<file path="config.mk">
export PLATFORM = sky130hd
export DESIGN_NAME = mpd_decode
export DESIGN_NICKNAME = d
export VERILOG_FILES = /design/src/pkg/mpd_pkg.sv /design/src/logic/mpd_decode.sv
export SDC_FILE = /design/constraint.sdc
export NUM_CORES = 1
export LEC_CHECK = 0
export BUFFER_PORTS_ARGS = -buffer_cell sky130_fd_sc_hd__buf_2
export CORE_AREA = 2 2 148 150
export DETAILED_ROUTE_END_ITERATION = 16
export DIE_AREA = 0 0 150 152
export PLACE_DENSITY = 0.87
export SYNTH_ARGS = -nofsm -noshare
export SYNTH_HDL_FRONTEND = slang
export SYNTH_SLANG_ARGS = --single-unit
</file>
<file path="constraint.sdc">
create_clock -name pclk -period 5.4 [get_ports pclk]
set_clock_uncertainty 0.15 [all_clocks]
set_input_delay 1.08 -clock pclk [delete_from_list [all_inputs] [get_ports pclk]]
set_output_delay 1.08 -clock pclk [all_outputs]
set_load 0.02 [all_outputs]
</file>
<file path="src/pkg/mpd_pkg.sv">
// memory partition decode: constants, register map, carrier types
// assumes a 32-bit virtual address space split into user and kernel halves
package mpd_pkg;
	// apb register byte offsets
	localparam logic [7:0] REG_CACHE_CTRL = 8'h00;
	localparam logic [7:0] REG_USER_FLASH_BASE = 8'h04;
	localparam logic [7:0] REG_KERNEL_RAM_PGM_BASE = 8'h08;
	localparam logic [7:0] REG_USER_RAM_DATA_BASE = 8'h0c;
	localparam logic [7:0] REG_USER_RAM_PGM_BASE = 8'h10;
	localparam logic [7:0] REG_FLASH_SIZE = 8'h14;
	localparam logic [7:0] REG_RAM_SIZE = 8'h18;
	localparam logic [7:0] REG_STATUS = 8'h1c;
	// field positions
	localparam int WS_LSB = 0;
	localparam int WS_W = 3;
	// reset values
	localparam logic [2:0] WS_RST = 3'h7;
	localparam logic [31:0] BASE_RST = 32'h0000_0000;
	// address map
	localparam logic [31:0] KSEG1_FLASH = 32'hbd00_0000;
	localparam logic [31:0] KSEG0_FLASH = 32'h9d00_0000;
	localparam logic [31:0] KSEG0_RAM = 32'h8000_0000;
	localparam logic [31:0] KSEG1_RAM = 32'ha000_0000;
	localparam logic [31:0] USEG_FLASH = 32'h7d00_0000;
	localparam logic [31:0] USEG_RAM = 32'h7f00_0000;
	localparam logic [31:0] PHYS_USER_FLASH = 32'hbd00_0000;
	localparam logic [31:0] PHYS_USER_RAM = 32'hbf00_0000;
	localparam logic [31:0] PHYS_KERN_FLASH = 32'h1d00_0000;
	// timing
	localparam int FLASH_ACCESS_NS = 33;
	localparam int CLK_PERIOD_NS = 10;
	localparam int FLASH_MIN_CYC =
		(FLASH_ACCESS_NS + CLK_PERIOD_NS - 1) / CLK_PERIOD_NS;

	typedef enum logic [1:0] {
		TGT_NONE = 2'b00,
		TGT_FLASH = 2'b01,
		TGT_RAM = 2'b10
	} mpd_tgt_t;

	typedef struct packed {
		logic [31:0] addr;
		logic write;
		logic fetch;
		logic user_mode;
	} mpd_req_t;

	typedef struct packed {
		mpd_tgt_t tgt;
		logic [31:0] offset;
	} mpd_mem_t;
endpackage : mpd_pkg

</file>
<file path="src/logic/mpd_decode.sv">
// memory partition decode: apb registers, cpu access decode, flash stretch
// assumes the cpu holds a request until ack or berr; ram answers in 1 cycle, flash within 33 ns
//
// Overview of operation
// - each flash access is stretched by the larger of the configured wait-state count and 3
// - user flash base clears to zero on reset
// - zero user base maps all flash to kernel at 0xBD000000 and 0x9D000000
// - kernel flash starts at flash base, ends below user base
// - ram splits into kernel data, kernel program, user data, user program
// - fetch from ram only inside a program region
// - after reset all ram is kernel data, starting at lowest address
// - kernel segments only in kernel mode; low segment in both modes
// - lower 2 GB is user partition, upper 2 GB kernel only
// - user flash at physical 0xBD000000 plus user flash base
// - user ram at physical 0xBF000000 plus user data ram base
//
// The address map and register access over APB were chosen for this implementation.
`timescale 1ns/1ns
`default_nettype none
module mpd_decode import mpd_pkg::*; #(
	parameter logic [31:0] FLASH_SIZE = 32'h0008_0000,
	parameter logic [31:0] RAM_SIZE = 32'h0000_8000
) (
	input wire logic pclk,
	input wire logic presetn,
	input wire logic psel,
	input wire logic penable,
	input wire logic pwrite,
	input wire logic [7:0] paddr,
	input wire logic [31:0] pwdata,
	output logic [31:0] prdata,
	output logic pready,
	output logic pslverr,
	input wire mpd_req_t cpu_req,
	input wire logic cpu_valid,
	output logic cpu_ack,
	output logic cpu_berr,
	output mpd_mem_t mem_req,
	output logic mem_valid,
	output logic [2:0] flash_wait_states
);
	logic [2:0] ws_ff;
	logic [31:0] user_flash_base_ff;
	logic [31:0] kernel_ram_program_base_ff;
	logic [31:0] user_ram_data_base_ff;
	logic [31:0] user_ram_program_base_ff;
	logic [31:0] prdata_ff, nxt_prdata;
	logic pready_ff, pslverr_ff;
	logic ack_ff, berr_ff, mvalid_ff, busy_ff;
	mpd_mem_t mem_ff;
	logic [2:0] cnt_ff, nxt_cnt;
	logic nxt_busy;

	// apb decode
	wire apb_acc = psel & penable;
	wire apb_wr = apb_acc & pwrite & ~pslverr_ff;
	wire hit_cc = paddr == REG_CACHE_CTRL;
	wire hit_ufb = paddr == REG_USER_FLASH_BASE;
	wire hit_krp = paddr == REG_KERNEL_RAM_PGM_BASE;
	wire hit_urd = paddr == REG_USER_RAM_DATA_BASE;
	wire hit_urp = paddr == REG_USER_RAM_PGM_BASE;
	wire hit_fs = paddr == REG_FLASH_SIZE;
	wire hit_rs = paddr == REG_RAM_SIZE;
	wire hit_st = paddr == REG_STATUS;
	wire hit_any = hit_cc | hit_ufb | hit_krp | hit_urd | hit_urp |
		hit_fs | hit_rs | hit_st;
	// read-only size registers refuse writes
	wire bad = ~hit_any | (pwrite & (hit_fs | hit_rs | hit_st));

	always_comb begin
		nxt_prdata = 32'h0000_0000;
		case (paddr)
			REG_CACHE_CTRL: begin
				nxt_prdata[WS_LSB +: WS_W] = ws_ff;
			end
			REG_USER_FLASH_BASE: nxt_prdata = user_flash_base_ff;
			REG_KERNEL_RAM_PGM_BASE:
				nxt_prdata = kernel_ram_program_base_ff;
			REG_USER_RAM_DATA_BASE: nxt_prdata = user_ram_data_base_ff;
			REG_USER_RAM_PGM_BASE:
				nxt_prdata = user_ram_program_base_ff;
			REG_FLASH_SIZE: nxt_prdata = FLASH_SIZE;
			REG_RAM_SIZE: nxt_prdata = RAM_SIZE;
			// status: wait count running, access busy, user flash present
			REG_STATUS: nxt_prdata = {29'h0000_0000, cnt_ff != 3'h0,
				busy_ff, user_flash_base_ff != BASE_RST};
			default: nxt_prdata = 32'h0000_0000;
		endcase
	end

	// one wait state on apb: answer on the second access cycle
	always_ff @(posedge pclk or negedge presetn) begin
		if (!presetn) begin
			pready_ff <= 1'b0;
			pslverr_ff <= 1'b0;
			prdata_ff <= 32'h0000_0000;
		end else begin
			pready_ff <= apb_acc & ~pready_ff;
			// error rides with pready so the pin is a plain flop
			pslverr_ff <= apb_acc & ~pready_ff & bad;
			if (apb_acc & ~pready_ff & ~pwrite) prdata_ff <= nxt_prdata;
		end
	end

	// write takes effect on the completing edge
	// size and status registers have no write path
	always_ff @(posedge pclk or negedge presetn) begin
		if (!presetn) begin
			ws_ff <= WS_RST;
			user_flash_base_ff <= BASE_RST;
			kernel_ram_program_base_ff <= BASE_RST;
			user_ram_data_base_ff <= BASE_RST;
			user_ram_program_base_ff <= BASE_RST;
		end else if (apb_wr & pready_ff) begin
			if (hit_cc) ws_ff <= pwdata[WS_LSB +: WS_W];
			if (hit_ufb) user_flash_base_ff <= pwdata;
			if (hit_krp) kernel_ram_program_base_ff <= pwdata;
			if (hit_urd) user_ram_data_base_ff <= pwdata;
			if (hit_urp) user_ram_program_base_ff <= pwdata;
		end
	end

	// effective ram and flash bounds; a zero base means the region does not exist
	wire [31:0] urd_eff = (user_ram_data_base_ff == BASE_RST) ?
		RAM_SIZE : user_ram_data_base_ff;
	wire [31:0] urp_eff = (user_ram_program_base_ff == BASE_RST) ?
		RAM_SIZE : user_ram_program_base_ff;
	wire [31:0] kend_eff = (user_ram_data_base_ff != BASE_RST) ? urd_eff :
		urp_eff;
	wire [31:0] krp_eff = (kernel_ram_program_base_ff == BASE_RST) ?
		kend_eff : kernel_ram_program_base_ff;
	wire [31:0] ufb_eff = (user_flash_base_ff == BASE_RST) ?
		FLASH_SIZE : user_flash_base_ff;

	// combinational address decode against live bases
	wire [31:0] va = cpu_req.addr;
	wire is_kernel_half = va[31];
	wire [31:0] va_k = {3'b000, va[28:0]};
	wire in_kflash_seg = (va[31:24] == KSEG1_FLASH[31:24]) |
		(va[31:24] == KSEG0_FLASH[31:24]);
	wire [31:0] kf_off = {8'h00, va[23:0]};
	wire in_kram_seg = (va[31:29] == KSEG0_RAM[31:29] |
		va[31:29] == KSEG1_RAM[31:29]) & (va_k < kend_eff);
	wire kflash_ok = in_kflash_seg & (kf_off < ufb_eff);
	wire kram_data = in_kram_seg & (va_k < krp_eff);
	wire kram_pgm = in_kram_seg & (va_k >= krp_eff);
	wire [31:0] u_off = {8'h00, va[23:0]};
	wire uflash_ok = (va[31:24] == USEG_FLASH[31:24]) &
		(u_off >= ufb_eff) & (u_off < FLASH_SIZE);
	wire in_uram = (va[31:24] == USEG_RAM[31:24]) &
		(u_off >= urd_eff) & (u_off < RAM_SIZE);
	wire uram_data = in_uram & (u_off < urp_eff);
	wire uram_pgm = in_uram & (u_off >= urp_eff);
	// fetch from ram data regions is never allowed
	wire ram_fetch_bad = cpu_req.fetch & (kram_data | uram_data);
	wire kseg_ok = ~cpu_req.user_mode & (kflash_ok | kram_data | kram_pgm);
	wire useg_ok = uflash_ok | uram_data | uram_pgm;
	wire allow = (is_kernel_half ? kseg_ok : useg_ok) & ~ram_fetch_bad;
	wire to_flash = is_kernel_half ? kflash_ok : uflash_ok;

	mpd_mem_t nxt_mem;
	// user half maps into the high physical window
	always_comb begin
		nxt_mem.tgt = to_flash ? TGT_FLASH : TGT_RAM;
		if (to_flash) begin
			nxt_mem.offset = is_kernel_half ? PHYS_KERN_FLASH + kf_off :
				PHYS_USER_FLASH + u_off;
		end else begin
			nxt_mem.offset = is_kernel_half ? va_k : PHYS_USER_RAM + u_off;
		end
	end

	// a held request must not be taken again while its answer is out
	wire start = cpu_valid & ~busy_ff & ~ack_ff & ~berr_ff;
	// flash waits at least the access time even with zero wait states
	wire [2:0] flash_cnt = (ws_ff < 3'(FLASH_MIN_CYC - 1)) ?
		3'(FLASH_MIN_CYC - 1) : ws_ff;
	always_comb begin
		nxt_cnt = cnt_ff;
		nxt_busy = busy_ff;
		if (start & allow) begin
			nxt_busy = 1'b1;
			nxt_cnt = to_flash ? flash_cnt : 3'h0;
		end else if (busy_ff) begin
			if (cnt_ff == 3'h0) begin
				nxt_busy = 1'b0;
			end else begin
				nxt_cnt = cnt_ff - 3'h1;
			end
		end
	end

	always_ff @(posedge pclk or negedge presetn) begin
		if (!presetn) begin
			busy_ff <= 1'b0;
			cnt_ff <= 3'h0;
			ack_ff <= 1'b0;
			berr_ff <= 1'b0;
			mvalid_ff <= 1'b0;
			mem_ff <= '0;
		end else begin
			busy_ff <= nxt_busy;
			cnt_ff <= nxt_cnt;
			// ack one cycle after the count has run out
			ack_ff <= busy_ff & (cnt_ff == 3'h0);
			berr_ff <= start & ~allow;
			mvalid_ff <= start & allow;
			if (start & allow) mem_ff <= nxt_mem;
		end
	end

	assign prdata = prdata_ff;
	assign pready = pready_ff;
	assign pslverr = pslverr_ff;
	assign cpu_ack = ack_ff;
	assign cpu_berr = berr_ff;
	assign mem_req = mem_ff;
	assign mem_valid = mvalid_ff;
	assign flash_wait_states = ws_ff;
endmodule : mpd_decode
`default_nettype wire

</file>
# ---- Word-level counts from Yosys, hierarchy flattened
# Cells that the tools add are included.
dict set report totals {
  elab_cells 135
  ff_bits 206
}
dict set report classes {
  addsub 4
  reduce_logical 16
  n_lt_le_gt_ge 11
  bitwise 54
  n_eq_ne 14
  mux 21
}
# op count
set ops {}
lappend ops {{$mux 32} 8}
lappend ops {{$pmux 29 s6} 1}
lappend ops {{$logic_not 32->1} 4}
lappend ops {{$ge 24x32->1} 3}
lappend ops {{$add 32x24->32 const A} 2}
lappend ops {{$lt 24x32->1} 2}
lappend ops {{$lt 29x32->1} 2}
lappend ops {{$reduce_bool 32->1} 2}
lappend ops {{$eq 8x5->1 const B} 4}
lappend ops {{$ge 29x32->1} 1}
lappend ops {{$add 29x24->30 const A} 1}
lappend ops {{$and 1x1->1} 27}
lappend ops {{$lt 24x16->1 const B} 1}
lappend ops {{$lt 24x20->1 const B} 1}
lappend ops {{$pmux 3 s6} 1}
lappend ops {{$or 1x1->1} 17}
lappend ops {{$eq 8x4->1 const B} 2}
lappend ops {{$eq 8x7->1 const B} 2}
lappend ops {{$eq 8x8->1 const B} 2}
lappend ops {{$mux 3} 5}
lappend ops {{$reduce_and 2->1} 6}
lappend ops {{$not 1->1} 10}
lappend ops {{$eq 8x3->1 const B} 1}
lappend ops {{$logic_not 8->1} 1}
lappend ops {{other kinds (9)} 14}

# ---- Longest topological paths before layout
dict set report logic_depth {
  ltp_word 14
  mapped_depth 19
  depth_no_buf 16
}

# ---- Worst setup path before layout
# No wires, ideal clock.
dict set report synth_timing {
  kind {register -> register}
  startpoint {register user_ram_data_base_ff[25]}
  endpoint {register mem_ff (netlist bit mem_req[10])}
  t_arrival_ns 4.129
  required_time_ns 5.125
  stages_incl_launch_ff 19
  path_buffers 3
  period_less_slack_ns 4.404
  setup_slack_ns 0.996
  setup_ns 0.125
  path_cell_list {dfrtp_1 nor4_2 nand4_1 nor2_1 clkbuf_1 buf_1 a21oi_1 nor2_1 nor2_1 ha_1 a211oi_1 o21ai_0 a21oi_1 a2111oi_0 a211oi_1 o211a_1 nor4_4 buf_6 mux2_2}
}
dict set report synth_via {
  elab_chain_cells 12
  word_cells_on_any_way 27
  classes_between {order compare: 4; mux: 4; bitwise: 17; reduce/logical: 2}
}
# element line_no
set synth_rtl {}
lappend synth_rtl {{from (decl)} mpd_decode.sv:45} ;# logic [31:0] user_ram_data_base_ff;
lappend synth_rtl {{from (signal assigned)} mpd_decode.sv:118} ;# if (hit_urd) user_ram_data_base_ff <= pwdata;
lappend synth_rtl {{$logic_not 32->1} mpd_decode.sv:124} ;# wire [31:0] urd_eff = (user_ram_data_base_ff == BASE_RST) ?
lappend synth_rtl {{$mux 32} mpd_decode.sv:124}
lappend synth_rtl {{$mux 32} mpd_decode.sv:128} ;# wire [31:0] kend_eff = (user_ram_data_base_ff != BASE_RST) ? urd_eff :
lappend synth_rtl {{$lt 29x32->1 or $mux 32 (tied branches)} {mpd_decode.sv:143, mpd_decode.sv:130}}
lappend synth_rtl {{$and 1x1->1 or $lt 29x32->1 (tied branches)} {mpd_decode.sv:143, mpd_decode.sv:145}}
lappend synth_rtl {{$and 1x1->1} mpd_decode.sv:145} ;# wire kram_data = in_kram_seg & (va_k < krp_eff);
lappend synth_rtl {{$or 1x1->1 (2 in a row)} mpd_decode.sv:156} ;# wire kseg_ok = ~cpu_req.user_mode & (kflash_ok | kram_data | kram_pgm);
lappend synth_rtl {{$and 1x1->1} mpd_decode.sv:156}
lappend synth_rtl {{$mux 1} mpd_decode.sv:158} ;# wire allow = (is_kernel_half ? kseg_ok : useg_ok) & ~ram_fetch_bad;
lappend synth_rtl {{$and 1x1->1 *} mpd_decode.sv:158}
lappend synth_rtl {{$and 1x1->1 *} mpd_decode.sv:208} ;# if (start & allow) mem_ff <= nxt_mem;
lappend synth_rtl {{to (signal assigned)} mpd_decode.sv:208}
lappend synth_rtl {{to (decl)} mpd_decode.sv:50} ;# mpd_mem_t mem_ff;
# Every way passes the cells marked *; elsewhere a longest branch is shown, timed or not.
# A chain may end at the register's enable or synchronous reset.

# ---- Final worst setup path
dict set report layout_timing {
  startpoint {register user_ram_data_base_ff[3]}
  endpoint {register mem_ff (netlist bit mem_req[2])}
}
# Same word-level chain as after synthesis.

==> summary.txt <==
Placement
  • Pre-CTS setup slack: approximately 0.34 ns
  • GPL Wtd Cong: 1.01
  • Number of port buffers: 152
  • DP Wirelength: 29300 um

Pwr
  • Sw frac: 29.5%
  • PD cells: approximately 290 mW/mm^2
  • Pint: 0.00286 W
  • Psw: 0.00120 W
  • Peak VDD IR: roughly 0.25 mV
  • Clock network power share: about 39%
  • Combinational Power Share: 18.5%
  • Static Leak: 7.11 nW
  • Flop pwr share: 43.0%

Global routing
  • Largest net degree at the start of global routing: 106
  • Number of global-route vias before repair: around 11000
  • First-pass GRT wire length: 61300 um
  • Tot GR Track Use: about a third
  • Grt total ovfl: 0
  • Initial antenna violation count: 1

Synth
  • Share of Yosys cell area claimed by the top area cell type: a little over 40%
  • Post-synth EDFFs: 0
  • Cell Area, Synth: 0.0122 mm^2
  • Post-Synthesis Cells: 1257
  • Net count after synthesis: 1467
  • Ys Warns: 0
  • Dominant cell type by area after synthesis: dfrtp_1
  • Dominant synthesized flop cell: dfrtp_1
  • Most frequent cell after synthesis: dfrtp_1
  • Distinct cell type count after synthesis: 61
  • FFs w/ async S/R, synth: between 90% and 100%
  • Seq cells post-synth: 204
  • Avg Inst Size Synth: 9.74 um^2
  • Synth cell count leaders: dfrtp_1 (201), nand2_1 (134), ha_1 (129), o21ai_0 (107), mux2_2 (92)
  • Ranking of synthesized cells by area: dfrtp_1 (41%), ha_1 (13%), mux2_2 (8.5%)
  • Seq/Total Area, Yosys: 41.7%

Final layout
  • N_diodes: 0
  • Area delta synth->final: 15.7%
  • Share of cells above drive strength 1: between 20% and 30%
  • Layout Utilization: 66.4%
  • Fin nets: 1616

Detailed routing
  • Remaining antenna violation count: 0
  • Drt wl/cell: ~23 um
  • Via-to-Cell Ratio: 6.52
  • DRT Pass-1 Iters: 6
  • DRC Markers: 0
  • Final wirelength: 39500 um
  • 1st-iter DRT viols: 1153
  • Routed via count: roughly 11000

Floorplan
  • Row Count: 54
  • Core region area: 0.0214 mm^2
  • Die Ht: 152 um
  • IO Pins: 155
  • Initial Util: 57.4%
  • Full die area: around 0.023 mm^2
  • Die W: 150 um

STA
  • Slew Viols, Final: 0
  • TNS Setup: 0 ns
  • Unrepaired setup endpoints after global routing: no
  • Max-slew headroom: 37.2%
  • Worst-Margin Slew: 0.940 ns
  • Final critical-path required period: ~5.1 ns
  • Hold Vio Cnt, Final: 0
  • Top achievable clock speed: 196 MHz
  • Final setup vio count: 0
  • Setup ws final: 0.307 ns
  • Final worst path period share: between 90% and 100%

Clock tree
  • Clock Pin Slew Worst Setup and Hold Paths: 0.07 ns
  • Clk sinks: 204
  • TritonCTS Buffers: 23
  • CTS tree: yes
  • H-tree Lvls: 1
  • Clock Path Buffers: 3
  • Clk root buf: clkbuf_16
  • Clock insertion delay at the later pin of the skew report: ~0.52 ns

Flow run
  • Max-cap check violation count: 0

Worst setup path
  • Top delay family on crit path: simple AND/OR/NAND/NOR gates
  • Worst Path Required: approximately 5.7 ns
  • Slowest cell on the critical path: nor4_1
  • CP dominant cell by count: buf_4
  • Crit start category: flip-flop
  • Max incr delay on CP: 0.54 ns
  • Buffers and inverters on the worst path: 2
  • Critical setup path kind: reg -> reg
  • Largest fanout on the critical path: 14
  • CP Cell Sequence: nor4_1 > nand4_1 > nor2_2 > buf_4 > nor2_1 > ha_1 > and4_1 > o2111ai_1 > o21ai_0 > a21oi_1 > o31a_1 > nor4_4 > buf_4 > mux2_2
  • Crit. End Element: flip-flop
  • Worst path arrival time: 5.34 ns

Status
  • Status: completed

Min path
  • Hold/Removal Path Class: reg -> reg
==> layer usage <==
metal | GRT usage [%] | part of all wire [%] | vias to the layer above
li1 | - | - | 4929
met1 | 46.0 | 39 | 5304
met2 | 54.8 | 46 | 722
met3 | 7.93 | 11 | 146
met4 | 14.6 | 4.4 | 0
met5 | 0 | 0 | -
==> repair_timing <==
action	CTS	global route
setup endpoints to repair	0	9
buffers inserted	0	0
resized for setup	0	1
hold buffers	0	0
==> sequential cells by signal, summed over array words and instances (netlist names), 3 cells and up <==
name	cells
flash_wait_states	3
user_ram_program_base_ff	32
cnt_ff	3
mem_req	32
kernel_ram_program_base_ff	32
prdata	32
user_flash_base_ff	32
user_ram_data_base_ff	32
==> logic make-up after synthesis <==
| kind of cell | synth area share [%] |
|---|---|
| AND/OR/NAND/NOR | 13.8 |
| multiplexers | 8.54 |
| flip-flops | 41.7 |
| adder cells (fa/ha/maj) | 13.2 |
| AO/OA/AOI/OAI | 18.0 |
| other | 0.0306 |
| buffers and inverters | 4.67 |
| XOR/XNOR | 0.0715 |
==> worst paths after layout <==
path / start / to / cells past startpoint / slack, ns
setup / recovery: user_ram_data_base_ff[3]$_DFFE_PN0P_ / mem_req[2]$_DFFE_PN0P_ / 14 / 0.31
hold / removal: pready$_DFF_PN0_ / pready$_DFF_PN0_ / 1 / 0.33
setup reg to reg: user_ram_data_base_ff[3]$_DFFE_PN0P_ / mem_req[2]$_DFFE_PN0P_ / 14 / 0.31
hold reg to reg: pready$_DFF_PN0_ / pready$_DFF_PN0_ / 1 / 0.33
max in group asynchronous: presetn / user_ram_program_base_ff[21]$_DFFE_PN0P_ / 2 / 3.48
min in group asynchronous: presetn / cnt_ff[0]$_DFFE_PN0P_ / 1 / 0.53
==> power groups by stage <==
stage                     clock, W  combinational, W  sequential [W]
after floorplan                  0          0.000288         0.00193
after global placement           0          0.000725         0.00177
after detailed placement         0          0.000747         0.00177
after CTS                  0.00158          0.000753         0.00175
after global routing       0.00164          0.000815         0.00177
final                      0.00157          0.000751         0.00175
==> final cells by class <==
| class | count | area [um^2] |
|---|---|---|
| multi-input cells | 910 | 6630 |
| well taps | 280 | 350 |
| repair buffers | 182 | 1020 |
| fillers | 1672 | 7180 |
| clock buffers | 26 | 597 |
| clock inverters | 15 | 150 |
| flip-flops and latches | 204 | 5110 |
| inverters | 85 | 319 |
==> placed cells by master (no fill, tap or decap), types with 4 or more instances in the layout <==
master     netlist  layout
dfrtp_1        201     201
buf_2            1     151
nand2_1        134     134
ha_1           129     129
o21ai_0        107     107
mux2_2          92      92
inv_1           85      85
nor2_1          75      73
a21oi_1         67      67
a22oi_1         60      60
nor4_1          37      35
a22o_1          30      30
buf_4            3      28
nand4_1         25      25
clkbuf_16        0      23
a211oi_1        16      16
nand3_1         15      15
a21o_1          14      14
or3_1           10       9
nor3_1           9       8
and3_1           7       7
o21ba_2          6       6
or4_1            6       6
clkinv_2         0       6
a221oi_1         5       5
o211ai_1         5       5
nor4_2           2       4
nor2b_1          6       4
inv_6            0       4
==> stage by stage <==
stage / hold WS, ns / area, um^2 / total power (W) / cells
after global routing: 0.360 / 14200 / 0.00422 / 1702
after global placement: 0.313 / 13400 / 0.00249 / 1661
after detailed placement: 0.318 / 13400 / 0.00252 / 1661
final: 0.333 / 14200 / 0.00407 / 1702
after floorplan: 0.345 / 12200 / 0.00222 / 1257
after CTS: 0.328 / 14200 / 0.00408 / 1702
No activity file was read; power rests on OpenSTA's default activity.
